[config.mk]
export PLATFORM = sky130hd
export DESIGN_NAME = i2c_slave_address_config
export DESIGN_NICKNAME = d
export VERILOG_FILES = /design/src/rtl/addr_cfg_pkg.sv /design/src/rtl/line_sync.sv /design/src/rtl/i2c_slave_address_config.sv
export SDC_FILE = /design/constraint.sdc
export NUM_CORES = 1
export LEC_CHECK = 0
export ABC_AREA = 1
export BUFFER_PORTS_ARGS = -buffer_cell sky130_fd_sc_hd__clkbuf_2
export CAP_MARGIN = 25
export CORE_UTILIZATION = 45
export DETAILED_ROUTE_END_ITERATION = 8
export PLACE_DENSITY = 0.68
export SETUP_SLACK_MARGIN = 0.3
export SLEW_MARGIN = 20
export SYNTH_ARGS = -nofsm -noshare
export SYNTH_HDL_FRONTEND = slang
export SYNTH_HIERARCHICAL = 1
export SYNTH_SLANG_ARGS = --single-unit
[constraint.sdc]
create_clock -name clk_in -period 1.4 [get_ports clk_in]
set_input_delay 0.28 -clock clk_in [delete_from_list [all_inputs] [get_ports clk_in]]
set_output_delay 0.28 -clock clk_in [all_outputs]
set_load 0.05 [all_outputs]
[src/rtl/addr_cfg_pkg.sv]
// Package with register offsets, field layout and bus constants.
package addr_cfg_pkg;
  localparam logic [3:0] OFS_BUS_CONTROL_TWO = 4'h0;
  localparam logic [3:0] OFS_OWN_ADDR_LOW = 4'h1;
  localparam logic [3:0] OFS_MATCH_STATUS = 4'h2;
  localparam int BIT_GENERAL_CALL_ACCEPT = 7;
  localparam int BIT_ADDRESS_LENGTH_SELECT = 6;
  localparam logic [7:0] CTRL_WRITE_MASK = 8'hC7;
  localparam logic [7:0] CTRL_RESET = 8'h00;
  localparam logic [7:0] OWN_LOW_RESET = 8'h00;
  localparam logic [6:0] GENERAL_CALL_ADDR = 7'h00;
  localparam logic [4:0] TEN_BIT_PREFIX = 5'h1E;
endpackage

[src/rtl/line_sync.sv]
// Two-flop synchroniser for one bus line.
`timescale 1ns/1ps
module line_sync (
  input wire logic clk_in,
  input wire logic rst_in,
  input wire logic d_in,
  output logic q_out
);
  logic meta_r;
  always_ff @(posedge clk_in or posedge rst_in) begin
    if (rst_in) begin
      meta_r <= 1'b1;
      q_out <= 1'b1;
    end else begin
      meta_r <= d_in;
      q_out <= meta_r;
    end
  end
endmodule // line_sync

[src/rtl/i2c_slave_address_config.sv]
// Slave address configuration register and address match monitor.
//
// Function
// [RQ1] General call accept clear: general call address and its data ignored.
// [RQ2] General call accept set: general call recognised, following bytes taken.
// [RQ3] Length select chooses 7-bit match when clear, 10-bit when set.
// [RQ4] Software sets length select before slave operation begins.
// [RQ5] Three high address bits form own address top in 10-bit mode.
// [RQ6] Bits 5, 4 and 3 always read zero.
// [RQ7] Control register readable and writable at any time.
// [RQ8] Transaction is START, address, data, then STOP.
// [RQ9] 10-bit compare uses high bits with eight low own-address bits.
`timescale 1ns/1ps
module i2c_slave_address_config
  import addr_cfg_pkg::*;
(
  // Clock and reset.
  input wire logic clk_in,
  input wire logic rst_in,
  // Register port.
  input wire logic [3:0] addr_in,
  input wire logic [7:0] wdata_in,
  input wire logic wr_in,
  input wire logic rd_in,
  output logic [7:0] rdata_out,
  // Two-wire bus lines, observed only.
  input wire logic scl_in,
  input wire logic sda_in,
  // Match results and received data byte.
  output logic addr_match_out,
  output logic gcall_match_out,
  output logic data_strobe_out,
  output logic [7:0] data_out
);
  // ---------------------------------------------------------------
  // Registers
  // ---------------------------------------------------------------
  logic [7:0] ctrl_r;
  logic [7:0] own_low_r;
  logic scl_s, sda_s, scl_d_r, sda_d_r;
  typedef enum {IDLE, ADDR1, ADDR2, DATA, SKIP} state_t;
  state_t state_r;
  logic [3:0] bit_cnt_r;
  logic [7:0] shift_r;
  logic [1:0] sticky_r;

  line_sync u_scl (.clk_in(clk_in), .rst_in(rst_in), .d_in(scl_in),
    .q_out(scl_s));
  line_sync u_sda (.clk_in(clk_in), .rst_in(rst_in), .d_in(sda_in),
    .q_out(sda_s));

  wire gc_en = ctrl_r[BIT_GENERAL_CALL_ACCEPT];
  wire ten_bit = ctrl_r[BIT_ADDRESS_LENGTH_SELECT];
  wire [10:0] own_addr = {ctrl_r[2:0], own_low_r}; // RQ5 RQ9
  wire wr_ctrl = wr_in && addr_in == OFS_BUS_CONTROL_TWO; // RQ7
  wire wr_low = wr_in && addr_in == OFS_OWN_ADDR_LOW;
  wire [7:0] ctrl_nxt = wdata_in & CTRL_WRITE_MASK; // RQ6
  // Unmapped offsets read as zero, so software can probe the map safely.
  wire [7:0] rd_mux =
    addr_in == OFS_BUS_CONTROL_TWO ? (ctrl_r & CTRL_WRITE_MASK) : // RQ6
    addr_in == OFS_OWN_ADDR_LOW ? own_low_r :
    addr_in == OFS_MATCH_STATUS ? {6'h00, sticky_r} : 8'h00;

  // ---------------------------------------------------------------
  // Bus conditions
  // ---------------------------------------------------------------
  wire start_ev = scl_s && scl_d_r && sda_d_r && !sda_s; // RQ8
  wire stop_ev = scl_s && scl_d_r && !sda_d_r && sda_s; // RQ8
  wire rise = scl_s && !scl_d_r;
  wire [7:0] byte_nxt = {shift_r[6:0], sda_s};
  wire byte_done = rise && bit_cnt_r == 4'd7;
  wire ack_done = rise && bit_cnt_r == 4'd8;
  wire is_gc = byte_nxt[7:1] == GENERAL_CALL_ADDR;
  wire hit7 = !ten_bit && byte_nxt[7:1] == own_addr[6:0]; // RQ3
  wire hit10a = ten_bit && byte_nxt[7:3] == TEN_BIT_PREFIX && // RQ3
    byte_nxt[2:1] == own_addr[9:8];
  wire hit10b = byte_nxt == own_addr[7:0]; // RQ9
  // A 10-bit header carries only two high bits, so an own address with
  // bit 10 set can never be reached and is treated as a permanent miss.
  wire own_ten_ok = own_addr[10] == 1'b0;

  always_ff @(posedge clk_in or posedge rst_in) begin
    if (rst_in) begin
      ctrl_r <= CTRL_RESET;
      own_low_r <= OWN_LOW_RESET;
      rdata_out <= 8'h00;
    end else begin
      if (wr_ctrl) ctrl_r <= ctrl_nxt;
      if (wr_low) own_low_r <= wdata_in;
      rdata_out <= rd_in ? rd_mux : 8'h00;
    end
  end

  always_ff @(posedge clk_in or posedge rst_in) begin
    if (rst_in) begin
      scl_d_r <= 1'b1;
      sda_d_r <= 1'b1;
      state_r <= IDLE;
      bit_cnt_r <= 4'd0;
      shift_r <= 8'h00;
      addr_match_out <= 1'b0;
      gcall_match_out <= 1'b0;
      data_strobe_out <= 1'b0;
      data_out <= 8'h00;
      sticky_r <= 2'b00;
    end else begin
      // The block only watches the lines and never drives the ack slot.
      scl_d_r <= scl_s;
      sda_d_r <= sda_s;
      data_strobe_out <= 1'b0;
      if (start_ev) begin
        state_r <= ADDR1;
        bit_cnt_r <= 4'd0;
        addr_match_out <= 1'b0;
        gcall_match_out <= 1'b0;
      end else if (stop_ev) begin
        state_r <= IDLE;
        addr_match_out <= 1'b0;
        gcall_match_out <= 1'b0;
      end else if (byte_done) begin
        shift_r <= byte_nxt;
        bit_cnt_r <= 4'd8;
        case (state_r)
          ADDR1: begin
            if (is_gc && gc_en) begin
              gcall_match_out <= 1'b1; // RQ2
              sticky_r[1] <= 1'b1;
              state_r <= DATA;
            end else if (hit7) begin
              addr_match_out <= 1'b1;
              sticky_r[0] <= 1'b1;
              state_r <= DATA;
            end else if (hit10a && own_ten_ok) begin
              state_r <= ADDR2;
            end else begin
              state_r <= SKIP; // RQ1
            end
          end
          ADDR2: begin
            if (hit10b) begin
              addr_match_out <= 1'b1;
              sticky_r[0] <= 1'b1;
              state_r <= DATA;
            end else begin
              state_r <= SKIP;
            end
          end
          DATA: begin
            data_out <= byte_nxt;
            data_strobe_out <= 1'b1; // RQ2
          end
          default: state_r <= state_r;
        endcase
      end else if (ack_done) begin
        bit_cnt_r <= 4'd0;
      end else if (rise) begin
        shift_r <= byte_nxt;
        bit_cnt_r <= bit_cnt_r + 4'd1;
      end
    end
  end

  // ---------------------------------------------------------------
  // Assertions
  // ---------------------------------------------------------------
  a_reserved_zero: assert property ( // RQ6
    @(posedge clk_in) disable iff (rst_in)
    $past(rd_in) && $past(addr_in) == OFS_BUS_CONTROL_TWO
    |-> rdata_out[5:3] == 3'b000)
    else $error("Reserved bits read nonzero.");
  a_gc_blocked: assert property ( // RQ1
    @(posedge clk_in) disable iff (rst_in)
    $rose(gcall_match_out) |-> $past(gc_en))
    else $error("General call taken while disabled.");
  a_seven_match: assert property ( // RQ3
    @(posedge clk_in) disable iff (rst_in)
    $rose(addr_match_out) && $past(state_r) == ADDR1 |-> !$past(ten_bit))
    else $error("7-bit match while 10-bit selected.");
  a_ctrl_write: assert property ( // RQ7
    @(posedge clk_in) disable iff (rst_in)
    wr_ctrl |=> ctrl_r == $past(ctrl_nxt))
    else $error("Control write lost.");
  a_data_only: assert property ( // RQ2
    @(posedge clk_in) disable iff (rst_in)
    data_strobe_out |-> addr_match_out || gcall_match_out)
    else $error("Data taken without address match.");
  a_stop_clears: assert property ( // RQ8
    @(posedge clk_in) disable iff (rst_in)
    stop_ev |=> !addr_match_out && !gcall_match_out && state_r == IDLE)
    else $error("Stop did not end transfer.");
  a_high_bits: assert property ( // RQ5
    @(posedge clk_in) disable iff (rst_in)
    state_r == ADDR1 && byte_done &&
    (byte_nxt[2:1] != ctrl_r[1:0] || ctrl_r[2]) |=> state_r != ADDR2)
    else $error("Ten-bit header accepted with wrong high bits.");
  a_ten_second: assert property ( // RQ9
    @(posedge clk_in) disable iff (rst_in)
    $rose(addr_match_out) && $past(state_r) == ADDR2
    |-> $past(ten_bit) && !$past(ctrl_r[2]) &&
    $past(byte_nxt) == own_low_r)
    else $error("Second address byte mismatch.");
  a_gc_ignored: assert property ( // RQ1
    @(posedge clk_in) disable iff (rst_in)
    state_r == ADDR1 && byte_done && !gc_en |=> !gcall_match_out)
    else $error("General call flagged while disabled.");
  a_gc_accept: assert property ( // RQ2
    @(posedge clk_in) disable iff (rst_in)
    state_r == ADDR1 && byte_done && gc_en &&
    byte_nxt[7:1] == GENERAL_CALL_ADDR |=> gcall_match_out)
    else $error("General call not recognised.");
  a_seven_bits: assert property ( // RQ3
    @(posedge clk_in) disable iff (rst_in)
    state_r == ADDR1 && byte_done && ten_bit |=> !addr_match_out)
    else $error("Single-byte match while 10-bit selected.");
  a_reserved_store: assert property ( // RQ6
    @(posedge clk_in) disable iff (rst_in)
    wr_ctrl |=> ctrl_r[5:3] == 3'b000)
    else $error("Reserved bits stored.");
  a_start_clears: assert property ( // RQ8
    @(posedge clk_in) disable iff (rst_in)
    start_ev |=> state_r == ADDR1 && !addr_match_out && !gcall_match_out)
    else $error("Start did not restart address phase.");
  a_low_write: assert property ( // RQ9
    @(posedge clk_in) disable iff (rst_in)
    wr_low |=> own_low_r == $past(wdata_in))
    else $error("Own address low write lost.");
endmodule // i2c_slave_address_config

# ---- Word-level counts from Yosys, hierarchy flattened
# Cells that the tools add are included.
dict set report word_totals {
  ram_bits 0
  out_inout_bits 19
  in_bits 18
  register_bits 83
  mem_bits_ro 0
  latchBits 0
  memories 0
}
dict set report op_classes {
  add_sub_neg 1
  mul 0
  reduce_logical 36
  muxes 36
  n_eq_ne 19
  shift 0
  n_bitwise 3
  div 0
  magnitude_cmp 0
}
# op count
set ops {}
lappend ops {{$mux 32} 3}
lappend ops {{$eq 32x2->1 const B} 2}
lappend ops {{$pmux 32 s2} 1}
lappend ops {{$eq 32x1->1 const B} 1}
lappend ops {{$mux 8} 3}
lappend ops {{$mux 7} 3}
lappend ops {{$mux 4} 5}
lappend ops {{$logic_and 1x1->1} 15}
lappend ops {{$mux 1} 15}
lappend ops {{$mux 3} 4}
lappend ops {{$ne 4x4->1 const B} 3}
lappend ops {{$ne 2x2->1 const B} 5}
lappend ops {{$reduce_and 5->1} 2}
lappend ops {{$reduce_bool 3->1} 3}
lappend ops {{$eq 8x8->1} 1}
lappend ops {{$reduce_and 4->1} 2}
lappend ops {{$reduce_bool 4->1} 2}
lappend ops {{$eq 7x7->1} 1}
lappend ops {{$logic_not 7->1} 1}
lappend ops {{$reduce_and 7->1} 1}
lappend ops {{$eq 5x5->1 const B} 1}
lappend ops {{$add 4x1->4 const B} 1}
lappend ops {{$eq 4x1->1 const B} 1}
lappend ops {{$eq 4x2->1 const B} 1}
lappend ops {{other kinds (11)} 18}

# ---- Depth between registers and ports, before layout
# Gate-level depths: netlist of the first run.
dict set report depth {
  word_depth 11
  mapped_depth 12
  depth_no_buf 12
}

# ---- By module
# The synthesis of the first run kept the hierarchy.
# module area_per_inst_um2 n_inst seq_area_each_um2 cells_each
set by_module_without_submodules {}
lappend by_module_without_submodules {i2c_slave_address_config 2443.6 1 1253.7 304}
lappend by_module_without_submodules {line_sync 56.3 2 52.6 3}

# ---- Worst setup path after synthesis of the first run
# Ideal clock, no wire load.
dict set report synth_path {
  path_kind {reg-to-reg}
  startpoint {reg bit_cnt_r[0]}
  endpoint {reg data_out[4]}
  stages_incl_launch_ff 8
  setup_ns 0.127
  t_required_ns 1.273
  t_arrival_ns 1.220
  path_slack_ns 0.053
  n_path_buf 1
  cell_sequence {dfrtp_1 > ha_1 > nand3_1 > nor2_1 > nand2_1 > buf_6 > nand2_1 > o21ai_0}
}
dict set report synth_via {
  elab_chain_len 3
}
# item line
set synth_rtl {}
lappend synth_rtl {{start, declared} i2c_slave_address_config.sv:43} ;# logic [3:0] bit_cnt_r;
lappend synth_rtl {{start signal, assigned} i2c_slave_address_config.sv:158} ;# bit_cnt_r <= bit_cnt_r + 4'd1;
lappend synth_rtl {{$eq 4x3->1} i2c_slave_address_config.sv:71} ;# wire byte_done = rise && bit_cnt_r == 4'd7;
lappend synth_rtl {{$logic_and 1x1->1} i2c_slave_address_config.sv:71}
lappend synth_rtl {{$reduce_and 4->1 (no source line)} --}
lappend synth_rtl {{end signal, assigned} i2c_slave_address_config.sv:149} ;# data_out <= byte_nxt;
lappend synth_rtl {{end, declared} i2c_slave_address_config.sv:33} ;# output logic [7:0] data_out
# No other way between the ends.
# A chain may end at the register's enable or synchronous reset.

# ---- Final worst setup path of the first run
dict set report layout_path {
  startpoint {reg bit_cnt_r[1]}
  endpoint {reg addr_match_out}
}
dict set report layout_via {
  elab_chain_len 4
}
# item line
set layout_rtl {}
lappend layout_rtl {{$eq 4x3->1} i2c_slave_address_config.sv:71}
lappend layout_rtl {{$logic_and 1x1->1} i2c_slave_address_config.sv:71}
lappend layout_rtl {{$reduce_bool 3->1 (no source line)} --}
lappend layout_rtl {{$reduce_and 5->1 (no source line)} --}
lappend layout_rtl {{end signal, assigned} i2c_slave_address_config.sv:101} ;# addr_match_out <= 1'b0;
lappend layout_rtl {{end signal, assigned} i2c_slave_address_config.sv:114} ;# addr_match_out <= 1'b0;
lappend layout_rtl {{end signal, assigned} i2c_slave_address_config.sv:118} ;# addr_match_out <= 1'b0;
lappend layout_rtl {{end, declared} i2c_slave_address_config.sv:30} ;# output logic addr_match_out,
# No other way between the ends.

==> results of run 1 <==
-- cells by family (layout without fill, tap and decap cells) --
logic type,after synthesis,in the layout,synth area share (%)
AND/OR/NAND/NOR,147,147,24.4
flip-flops,54,54,53.2
buffers and inverters,54,127,8.52
AO/OA/AOI/OAI,46,46,10.6
XOR/XNOR,7,7,2.40
adder cells (fa/ha/maj),2,2,0.979
-- power by group through the flow --
stage | registers (W) | logic (W) | clock network (W)
5_1_grt | 0.00215 | 0.00164 | 0.00113
6_report | 0.00211 | 0.00148 | 0.00104
3_5_place_dp | 0.00207 | 0.00106 | 0
2_1_floorplan | 0.00205 | 0.000740 | 0
4_1_cts | 0.00206 | 0.00119 | 0.00107
3_3_place_gp | 0.00206 | 0.00103 | 0
-- flip-flops by register name, indices dropped and copies added, names as in the netlist, 2 cells and up --
register,cells
state_r,3
bit_cnt_r,4
own_low_r,8
sticky_r,2
data_out,8
rdata_out,8
ctrl_r,5
shift_r,7
-- worst max-delay path by stage --
stage / start / endpoint / depth (start not counted)
5_1_grt: bit_cnt_r[1] / addr_match_out / 9
6_report: bit_cnt_r[1] / addr_match_out / 9
3_3_place_gp: addr_in[3] / rdata_out[0] / 6
3_5_place_dp: shift_r[0] / state_r[0] / 9
2_1_floorplan: addr_in[3] / own_low_r[6] / 6
4_1_cts: shift_r[5] / sticky_r[0] / 7
-- synth_stat cells --
master	instances	area, µm²
xnor2_1	4	35.0
dfstp_2	6	158
nand2_4	1	11.3
nand2_1	104	390
nor3_1	4	20.0
o21ai_2	5	43.8
a21oi_2	3	26.3
a221oi_1	2	17.5
nand3_1	11	55.1
o21ai_0	29	145
buf_6	2	22.5
a21oi_1	6	30.0
ha_1	2	25.0
o21bai_1	1	7.51
xor2_1	3	26.3
nor3_4	2	32.5
clkbuf_1	1	3.75
nand2_2	1	6.26
nor4_1	1	6.26
nand4_1	4	25.0
or2_4	1	8.76
dfrtp_1	48	1200
nor2_1	18	67.6
inv_1	51	191
-- worst max-delay path, cell delays in order (launching register included) --
cell     delay, ps
dfrtp_1        430
ha_4           180
nand3_4         90
nor2_4         130
nand2_2         70
nand2_2         80
nand2_2         60
inv_2           50
nand3_2         80
a21oi_2        140
-- repair_timing --
action | in CTS | in global routing
cloned | 0 | 1
endpoints found under the hold margin | 0 | 0
buffers inserted | 9 | 12
endpoints found under the setup margin | 46 | 48
pin swaps | 8 | 17
gates resized for setup | 57 | 77
-- cell type report --
class / count / share of cell area (%)
flip-flops and latches: 54 / 37.5
multi-input cells: 202 / 32.9
repair buffers: 68 / 18.5
inverters: 51 / 5.56
well taps: 72 / 2.47
clock buffers: 6 / 1.99
clock inverters: 2 / 1.03
-- metrics by stage --
| stage | cells | area (µm²) | total power [W] | hold slack (ps) | utilization, % |
|---|---|---|---|---|---|
| 2_1_floorplan | 310 | 2630 | 0.00279 | 192 | - |
| 3_3_place_gp | 425 | 2950 | 0.00310 | 342 | 53.5 |
| 3_5_place_dp | 425 | 2950 | 0.00313 | 347 | 53.5 |
| 4_1_cts | 442 | 3340 | 0.00432 | 8.95 | 60.7 |
| 5_1_grt | 455 | 3640 | 0.00492 | 18.5 | 66.2 |
| 6_report | 455 | 3640 | 0.00463 | 9.19 | 66.2 |
-- metal layers --
layer  part of all wire (%)  wire (µm)
met1                     45       2600
met2                     49       2840
met3                    4.6        266
met4                    1.9        112
met5                      0          0
==> results.json, run 1 <==
{
  "p_switching_w": 0.00163,
  "rsz0062_at_grt": "true",
  "fin_tns_setup_ps": 0,
  "avgViaCountPerCell": 4.79,
  "slew_viol_final": 0,
  "vias": 2181,
  "max_slew_margin_pct": 77.5,
  "drc": 0,
  "layout_common_cells": "nand2_1 (86), dfrtp_1 (41), inv_1 (33)",
  "grt_antenna_before_repair": 0,
  "finClkSkew_ps": 7.73,
  "clock_sinks": 54,
  "syn_nets": 330,
  "track_usage_pct": 20.4,
  "maxCapViolCount": 0,
  "finalHoldViolCount": 0,
  "die_area_mm2": 0.00599,
  "switching_share_pct": 35.1,
  "comb_power_share_pct": 31.9,
  "fin_ws_ps": 33.6,
  "multi_input_area_mm2": 0.00120,
  "ys_warn_count": 6,
  "vdd_drop_max_mv": 0.551,
  "dpl.hpwl_mm": 4.00,
  "worstSetupPathType": "reg2reg",
  "leakagePower_nw": 1.80,
  "worstSkewPairLatency_ps": 310,
  "p_seq_share_pct": 45.6,
  "clockBufferDepth": 2,
  "syn_area_mm2": 0.00256,
  "start_util_pct": 46.4,
  "hold_buffers": 0,
  "status": "finished, final reports clean",
  "rrSetupSlack_ps": 30,
  "cts.htree.levels": 2,
  "critical_path.max_fanout": 3,
  "wl_per_cell_um": 12.8,
  "drive_above_1_share_pct": 41.3,
  "startpoint_type": "register",
  "mostFrequentLayoutCell": "nand2_1",
  "period_share_pct": 97.6,
  "fp.dieW_um": 77.4,
  "hp-class": "in2async",
  "ys_ff_latch": 54,
  "grtUsageMet1_pct": 27.9,
  "die_height_um": 77.4,
  "core_mm2": 0.00551,
  "gr-total-overflow": 0,
  "tritoncts": "done",
  "wl_mm": 5.82,
  "cp.required_ps": 1640,
  "root_buffer": "clkbuf_8",
  "postSynthAreaPerCell_um2": 8.25,
  "pin_count": 37,
  "seq_area_frac_synth_pct": 53.2,
  "seq_area_mm2": 0.00137,
  "syn-instance-count": 310,
  "critical_path.endpoint_type": "register",
  "ant_nets": 0,
  "grt_busiest_layer": "met2",
  "port-buffer-count": 36,
  "rr_worst_depth": 9,
  "gp_congestion": 0.909,
  "reg2reg_to": "addr_match_out",
  "power_density_mw_per_mm2": 1270,
  "dp_slack_ps": -0.726,
  "final.fill_count": 440,
  "layout_min_cycle_time_ps": 1370,
  "worst_pin_slew_ps": 337,
  "use_met3_pct": 4.00,
  "p_int_w": 0.00301,
  "grt_max_degree": 51,
  "r2r_start": "bit_cnt_r[1]",
  "grt_pass1_vias": 2066,
  "worstPathArrival_ps": 1610,
  "area_growth_pct": 42.6,
  "clock.fmax_mhz": 732,
  "grt_use_met2_pct": 31.9,
  "fin_nets": 402,
  "drt_iter0_drc": 134,
  "synth_cell_types": 24,
  "p_clk_share_pct": 22.5,
  "num_antenna_cells": 0,
  "cts_made_buffers": 5,
  "drt_first_pass_iters": 4,
  "cts.clk_slew.worst_paths_ps": 90,
  "rows": 27,
  "grt_pass1_wl_mm": 9.63,
  "setup_violations": 0
}
(Power assumes the default switching activity.)
==> inputs of run 2 (changes only) <==
--- a/config.mk
+++ b/config.mk
@@ -6,8 +6,9 @@
 export NUM_CORES = 1
 export LEC_CHECK = 0
 export ABC_AREA = 1
-export BUFFER_PORTS_ARGS = -buffer_cell sky130_fd_sc_hd__clkbuf_2
+export BUFFER_PORTS_ARGS = -buffer_cell sky130_fd_sc_hd__buf_4
 export CAP_MARGIN = 25
+export CORE_ASPECT_RATIO = 1.1
 export CORE_UTILIZATION = 45
 export DETAILED_ROUTE_END_ITERATION = 8
 export PLACE_DENSITY = 0.68
==> results.json, run 2 (synthesis results as in run 1) <==
{
  "startpoint_type": "register",
  "num_antenna_cells": 0,
  "maxCapViolCount": 0,
  "critical_path.endpoint_type": "register",
  "core_mm2": 0.00543,
  "status": "complete, but fails checks",
  "crit_path_max_incr_delay_ps": 440,
  "rows": 28,
  "tritoncts": "done",
  "violations": "setup timing",
  "layout_min_cycle_time_ps": 1410,
  "layout_common_cells": "nand2_1 (81), buf_4 (43), dfrtp_1 (42)",
  "clockBufferDepth": 2,
  "vias": 2316,
  "ant_nets": 0,
  "cts.htree.levels": 2,
  "vdd_drop_max_mv": 0.743,
  "cp_cell_sequence": "buf_4, nand2_1, nand2_1, nand2_1, nor2_1, nand2_1, nand2_1, nand2_2, nand3_1, nand2_1",
  "critical_path.max_fanout": 3,
  "dpl.hpwl_mm": 4.03,
  "fin_ws_ps": -10.6,
  "pin_count": 37,
  "drc": 0,
  "reg_top3": "data_out x8, own_low_r x8, rdata_out x8",
  "drt_first_pass_iters": 4,
  "worstSkewPairLatency_ps": 310,
  "finalHoldViolCount": 0,
  "drive_above_1_share_pct": 47.4,
  "gr-total-overflow": 0,
  "rsz0062_at_grt": "true",
  "final.fill_count": 417,
  "crit_path_top_delay_cell": "dfrtp_1",
  "die_area_mm2": 0.00599,
  "cp.required_ps": 1590,
  "whs_ps": 82.3,
  "max_slew_margin_pct": 71.2,
  "track_usage_pct": 22.4,
  "grt_antenna_before_repair": 0,
  "cts_made_buffers": 5,
  "area_growth_pct": 51.3,
  "die_height_um": 81.0,
  "clock_sinks": 54,
  "worstPathArrival_ps": 1600,
  "start_util_pct": 47.1,
  "grt_pass1_wl_mm": 10.1,
  "port-buffer-count": 36,
  "drt_iter0_drc": 109,
  "worst_pin_slew_ps": 431,
  "dp_slack_ps": -31.0,
  "cts.clk_slew.worst_paths_ps": 100,
  "clock.fmax_mhz": 709,
  "fp.dieW_um": 73.9,
  "grtUsageMet1_pct": 29.3,
  "crit_buf_inv": 1,
  "avgViaCountPerCell": 4.91,
  "grt_use_met2_pct": 38.0,
  "hp-class": "in2reg",
  "mostFrequentLayoutCell": "nand2_1",
  "use_met3_pct": 3.85,
  "grt_busiest_layer": "met2",
  "fin_nets": 416,
  "grt_max_degree": 50,
  "cp_common_cell": "nand2_1",
  "power_density_mw_per_mm2": 1230,
  "period_share_pct": 101,
  "finClkSkew_ps": 12.3,
  "cpLargestDelayFamily": "simple AND/OR/NAND/NOR gates",
  "leakagePower_nw": 1.91,
  "root_buffer": "clkbuf_8",
  "seq_area_mm2": 0.00137,
  "wl_per_cell_um": 13.9,
  "slew_viol_final": 0,
  "multi_input_area_mm2": 0.00133,
  "setup_violations": 2,
  "gp_congestion": 0.875,
  "worstSetupPathType": "reg2reg",
  "grt_pass1_vias": 2159,
  "wl_mm": 6.58
}
## run 2: path summary, 6_finish.rpt
check                             endpoint  depth (start not counted)    startpoint  slack [ps]
max                             state_r[2]                         10    shift_r[3]         -10
min                           u_sda/meta_r                          1        sda_in          80
max reg2reg                     state_r[2]                         10    shift_r[3]         -10
min reg2reg                    u_scl/q_out                          0  u_scl/meta_r         360
max in group asynchronous          sda_d_r                          4        rst_in         500
min in group asynchronous  data_strobe_out                          3        rst_in         420
## run 2: where the power goes
| part | internal, W | switching [W] |
|---|---|---|
| Combinational | 0.000827 | 0.000936 |
| Sequential | 0.00180 | 0.000319 |
| Clock | 0.000400 | 0.000482 |
## run 2: per-layer routing
metal | share of wire [%] | up-vias
met5 | 0 | -
met4 | 1.7 | 0
met3 | 3.2 | 10
met2 | 52 | 54
met1 | 43 | 1108
li1 | - | 1144
## run 2: metrics by stage
stage,power (W),area [µm²],instances,setup TNS (ps),util (%)
2_1_floorplan,0.00279,2630,310,0,-
3_3_place_gp,0.00313,3070,430,0,56.5
3_5_place_dp,0.00315,3070,430,-32.9,56.5
4_1_cts,0.00428,3490,455,0,64.2
5_1_grt,0.00503,3870,472,-456,71.2
6_report,0.00476,3870,472,-14.1,71.2
## run 2: layout make-up
cell class | count | area share, %
clock buffer | 7 | 2.23
sequential | 54 | 35.3
inverter | 51 | 5.56
timing repair buffer | 79 | 19.9
clock inverter | 1 | 0.129
multi-input combinational | 205 | 34.4
tap | 75 | 2.43
## run 2: repair_timing
item | 4_1_cts | 5_1_grt
pin swaps | 11 | 35
endpoints found under the setup margin | 46 | 56
resized for setup | 54 | 82
buffers inserted | 13 | 16
hold endpoints to repair | 1 | 0
cloned | 3 | 1
hold buffers | 1 | 0
==> inputs of run 3 (changes only) <==
--- a/config.mk
+++ b/config.mk
@@ -8,13 +8,14 @@
 export ABC_AREA = 1
 export BUFFER_PORTS_ARGS = -buffer_cell sky130_fd_sc_hd__buf_4
 export CAP_MARGIN = 25
+export CELL_PAD_IN_SITES_DETAIL_PLACEMENT = 2
+export CELL_PAD_IN_SITES_GLOBAL_PLACEMENT = 2
 export CORE_ASPECT_RATIO = 1.1
-export CORE_UTILIZATION = 45
+export CORE_UTILIZATION = 30
 export DETAILED_ROUTE_END_ITERATION = 8
-export PLACE_DENSITY = 0.68
+export PLACE_DENSITY_LB_ADDON = 0.1
 export SETUP_SLACK_MARGIN = 0.3
 export SLEW_MARGIN = 20
 export SYNTH_ARGS = -nofsm -noshare
 export SYNTH_HDL_FRONTEND = slang
-export SYNTH_HIERARCHICAL = 1
 export SYNTH_SLANG_ARGS = --single-unit
==> constraint.sdc (replaced) <==
create_clock -name clk_in -period 1.26 [get_ports clk_in]
set_input_delay 0.252 -clock clk_in [delete_from_list [all_inputs] [get_ports clk_in]]
set_output_delay 0.252 -clock clk_in [all_outputs]
set_load 0.05 [all_outputs]
==> results.json, run 3 <==
{
  "fin_ws_ps": -183,
  "clockBufferDepth": 2,
  "p_seq_share_pct": 40.4,
  "whs_ps": -0.393,
  "p_switching_w": 0.00218,
  "synth-edff-count": 0,
  "p_clk_share_pct": 17.7,
  "ys_ff_latch": 54,
  "placed_cells": 487,
  "wl_per_cell_um": 17.3,
  "cpLargestDelayFamily": "flip-flops",
  "synth_area_leaders": "dfrtp_1 (47%), nand2_1 (14%), inv_1 (7.5%)",
  "postSynthAreaPerCell_um2": 8.38,
  "grt_pass1_wl_mm": 15.0,
  "violations": "hold timing, setup timing",
  "num_antenna_cells": 0,
  "maxCapViolCount": 0,
  "cts.htree.levels": 2,
  "worst_pin_slew_ps": 597,
  "yosysTopAreaCellShare_pct": 47.2,
  "dpl.hpwl_mm": 5.72,
  "layout_min_cycle_time_ps": 1440,
  "rsz0062_at_grt": "true",
  "die_area_mm2": 0.00886,
  "pin_count": 37,
  "cp_cell_sequence": "buf_4, inv_2, ha_4, nand3_4, or2_4, a31oi_1, o22ai_1",
  "rows": 34,
  "synth_flop_cell": "dfrtp_1",
  "avgViaCountPerCell": 4.66,
  "synthArstFlopShare_pct": 100,
  "area_growth_pct": 64.2,
  "startpoint_type": "register",
  "vdd_drop_max_mv": 0.570,
  "syn_nets": 324,
  "track_usage_pct": 21.5,
  "tritoncts": "done",
  "yosysMostFrequentCell": "nand2_1",
  "fp.dieW_um": 89.8,
  "synth_cell_types": 29,
  "crit_buf_inv": 2,
  "critical_path.endpoint_type": "register",
  "final.fill_count": 847,
  "comb_power_share_pct": 41.9,
  "grt_antenna_before_repair": 0,
  "start_util_pct": 31.5,
  "cts.clk_slew.worst_paths_ps": 100,
  "die_height_um": 98.6,
  "seq_area_frac_synth_pct": 53.4,
  "status": "complete, but fails checks",
  "crit_path_max_incr_delay_ps": 440,
  "hp-class": "in2async",
  "hold_buffers": 0,
  "synth.top_cells.by_count": "nand2_1 (95), inv_1 (51), dfrtp_1 (48), o21ai_0 (24)",
  "syn_area_mm2": 0.00255,
  "worstPathArrival_ps": 1640,
  "finClkSkew_ps": 9.09,
  "final_core_util_pct": 51.7,
  "max_slew_margin_pct": 60.1,
  "crit_path_top_delay_cell": "dfrtp_1",
  "power_density_mw_per_mm2": 1390,
  "clock.fmax_mhz": 693,
  "vias": 2463,
  "mostFrequentLayoutCell": "buf_4",
  "rrSetupSlack_ps": -180,
  "drc": 0,
  "critical_path.max_fanout": 3,
  "port-buffer-count": 36,
  "drt_first_pass_iters": 2,
  "cp.required_ps": 1460,
  "core_mm2": 0.00808,
  "fin_tns_setup_ps": -2380,
  "worstSkewPairLatency_ps": 310,
  "ys_warn_count": 0,
  "slew_viol_final": 0,
  "syn-instance-count": 304,
  "synth_largest_area_cell": "dfrtp_1",
  "fin_nets": 439,
  "ant_nets": 0,
  "clock_sinks": 54,
  "gp_congestion": 0.754,
  "layout_common_cells": "buf_4 (72), nand2_1 (68), dfrtp_1 (45)",
  "stdcell_count": 528,
  "reg_top3": "data_out x8, own_low_r x8, rdata_out x8",
  "period_share_pct": 115,
  "drive_above_1_share_pct": 52.6,
  "cts_made_buffers": 5,
  "p_int_w": 0.00364,
  "root_buffer": "clkbuf_8",
  "switching_share_pct": 37.5,
  "drt_iter0_drc": 58,
  "worstSetupPathType": "reg2reg",
  "setup_violations": 26,
  "grt_max_degree": 55,
  "wl_mm": 9.13,
  "leakagePower_nw": 2.10,
  "finalHoldViolCount": 1,
  "gr-total-overflow": 0,
  "grt_pass1_vias": 2886
}
==> run 3: metal layers <==
layer / share of wire (%) / track usage, % / wire length, µm / vias to the layer above
li1: - / - / - / 1181
met1: 42 / 25.4 / 3870 / 1241
met2: 55 / 41.1 / 5020 / 31
met3: 1.6 / 2.78 / 150 / 10
met4: 0.99 / 5.30 / 90 / 0
met5: 0 / 0 / 0 / -
==> run 3: stage by stage <==
stage,power (W),setup slack (ps),area [µm²]
3_3_place_gp,0.00415,-190,3350
3_5_place_dp,0.00426,-256,3350
6_report,0.00582,-183,4180
5_1_grt,0.00621,-245,4180
4_1_cts,0.00569,-200,3940
2_1_floorplan,0.00331,-28.2,2660
==> run 3: logic make-up (layout without fill, tap and decap cells) <==
family | after synthesis | count (layout) | share of synthesized area, %
simple gates | 140 | 144 | 23.7
buf+inv | 54 | 166 | 8.30
fa+ha+maj | 2 | 2 | 0.983
flops | 54 | 54 | 53.4
xor+xnor | 8 | 8 | 2.75
compound gates | 46 | 46 | 10.9
==> run 3: cell type report <==
| type | count | area (µm²) | share of cell area, % |
|---|---|---|---|
| Clock buffer | 7 | 86.3 | 2.06 |
| Timing Repair Buffer | 107 | 970 | 23.2 |
| Multi-Input combinational cell | 200 | 1410 | 33.7 |
| Inverter | 51 | 215 | 5.15 |
| Tap cell | 108 | 135 | 3.23 |
| Clock inverter | 1 | 5.00 | 0.120 |
| Sequential cell | 54 | 1360 | 32.6 |
==> run 3: power groups by stage <==
stage | clock network [W] | registers (W) | logic, W
detailed placement | 0 | 0.00235 | 0.00192
finish | 0.00103 | 0.00235 | 0.00244
global placement | 0 | 0.00232 | 0.00183
global route | 0.00112 | 0.00240 | 0.00270
CTS | 0.00108 | 0.00233 | 0.00228
floorplan | 0 | 0.00234 | 0.000962
==> run 3: tightest hold or removal path: stages <==
cell	delay, ps
buf_4	120
clkinvlp_4	70
buf_12	260
==> run 3: worst paths after layout <==
| check | startpoint | end | cells past startpoint |
|---|---|---|---|
| worst min register to register | u_scl.meta_r | u_scl.q_out | 0 |
| worst max register to register | bit_cnt_r[1] | bit_cnt_r[3] | 7 |
| min in group clk_in | scl_in | u_scl.meta_r | 1 |
| worst min-delay path | rst_in | data_strobe_out | 3 |
| max in group asynchronous | rst_in | u_sda.meta_r | 3 |
| worst max-delay path | bit_cnt_r[1] | bit_cnt_r[3] | 7 |
==> run 3: repair_timing <==
action | 4_1_cts | 5_1_grt
pin swaps | 34 | 24
resized for setup | 87 | 48
endpoints found under the setup margin | 67 | 67
buffers inserted | 19 | 10
cloned | 3 | 1
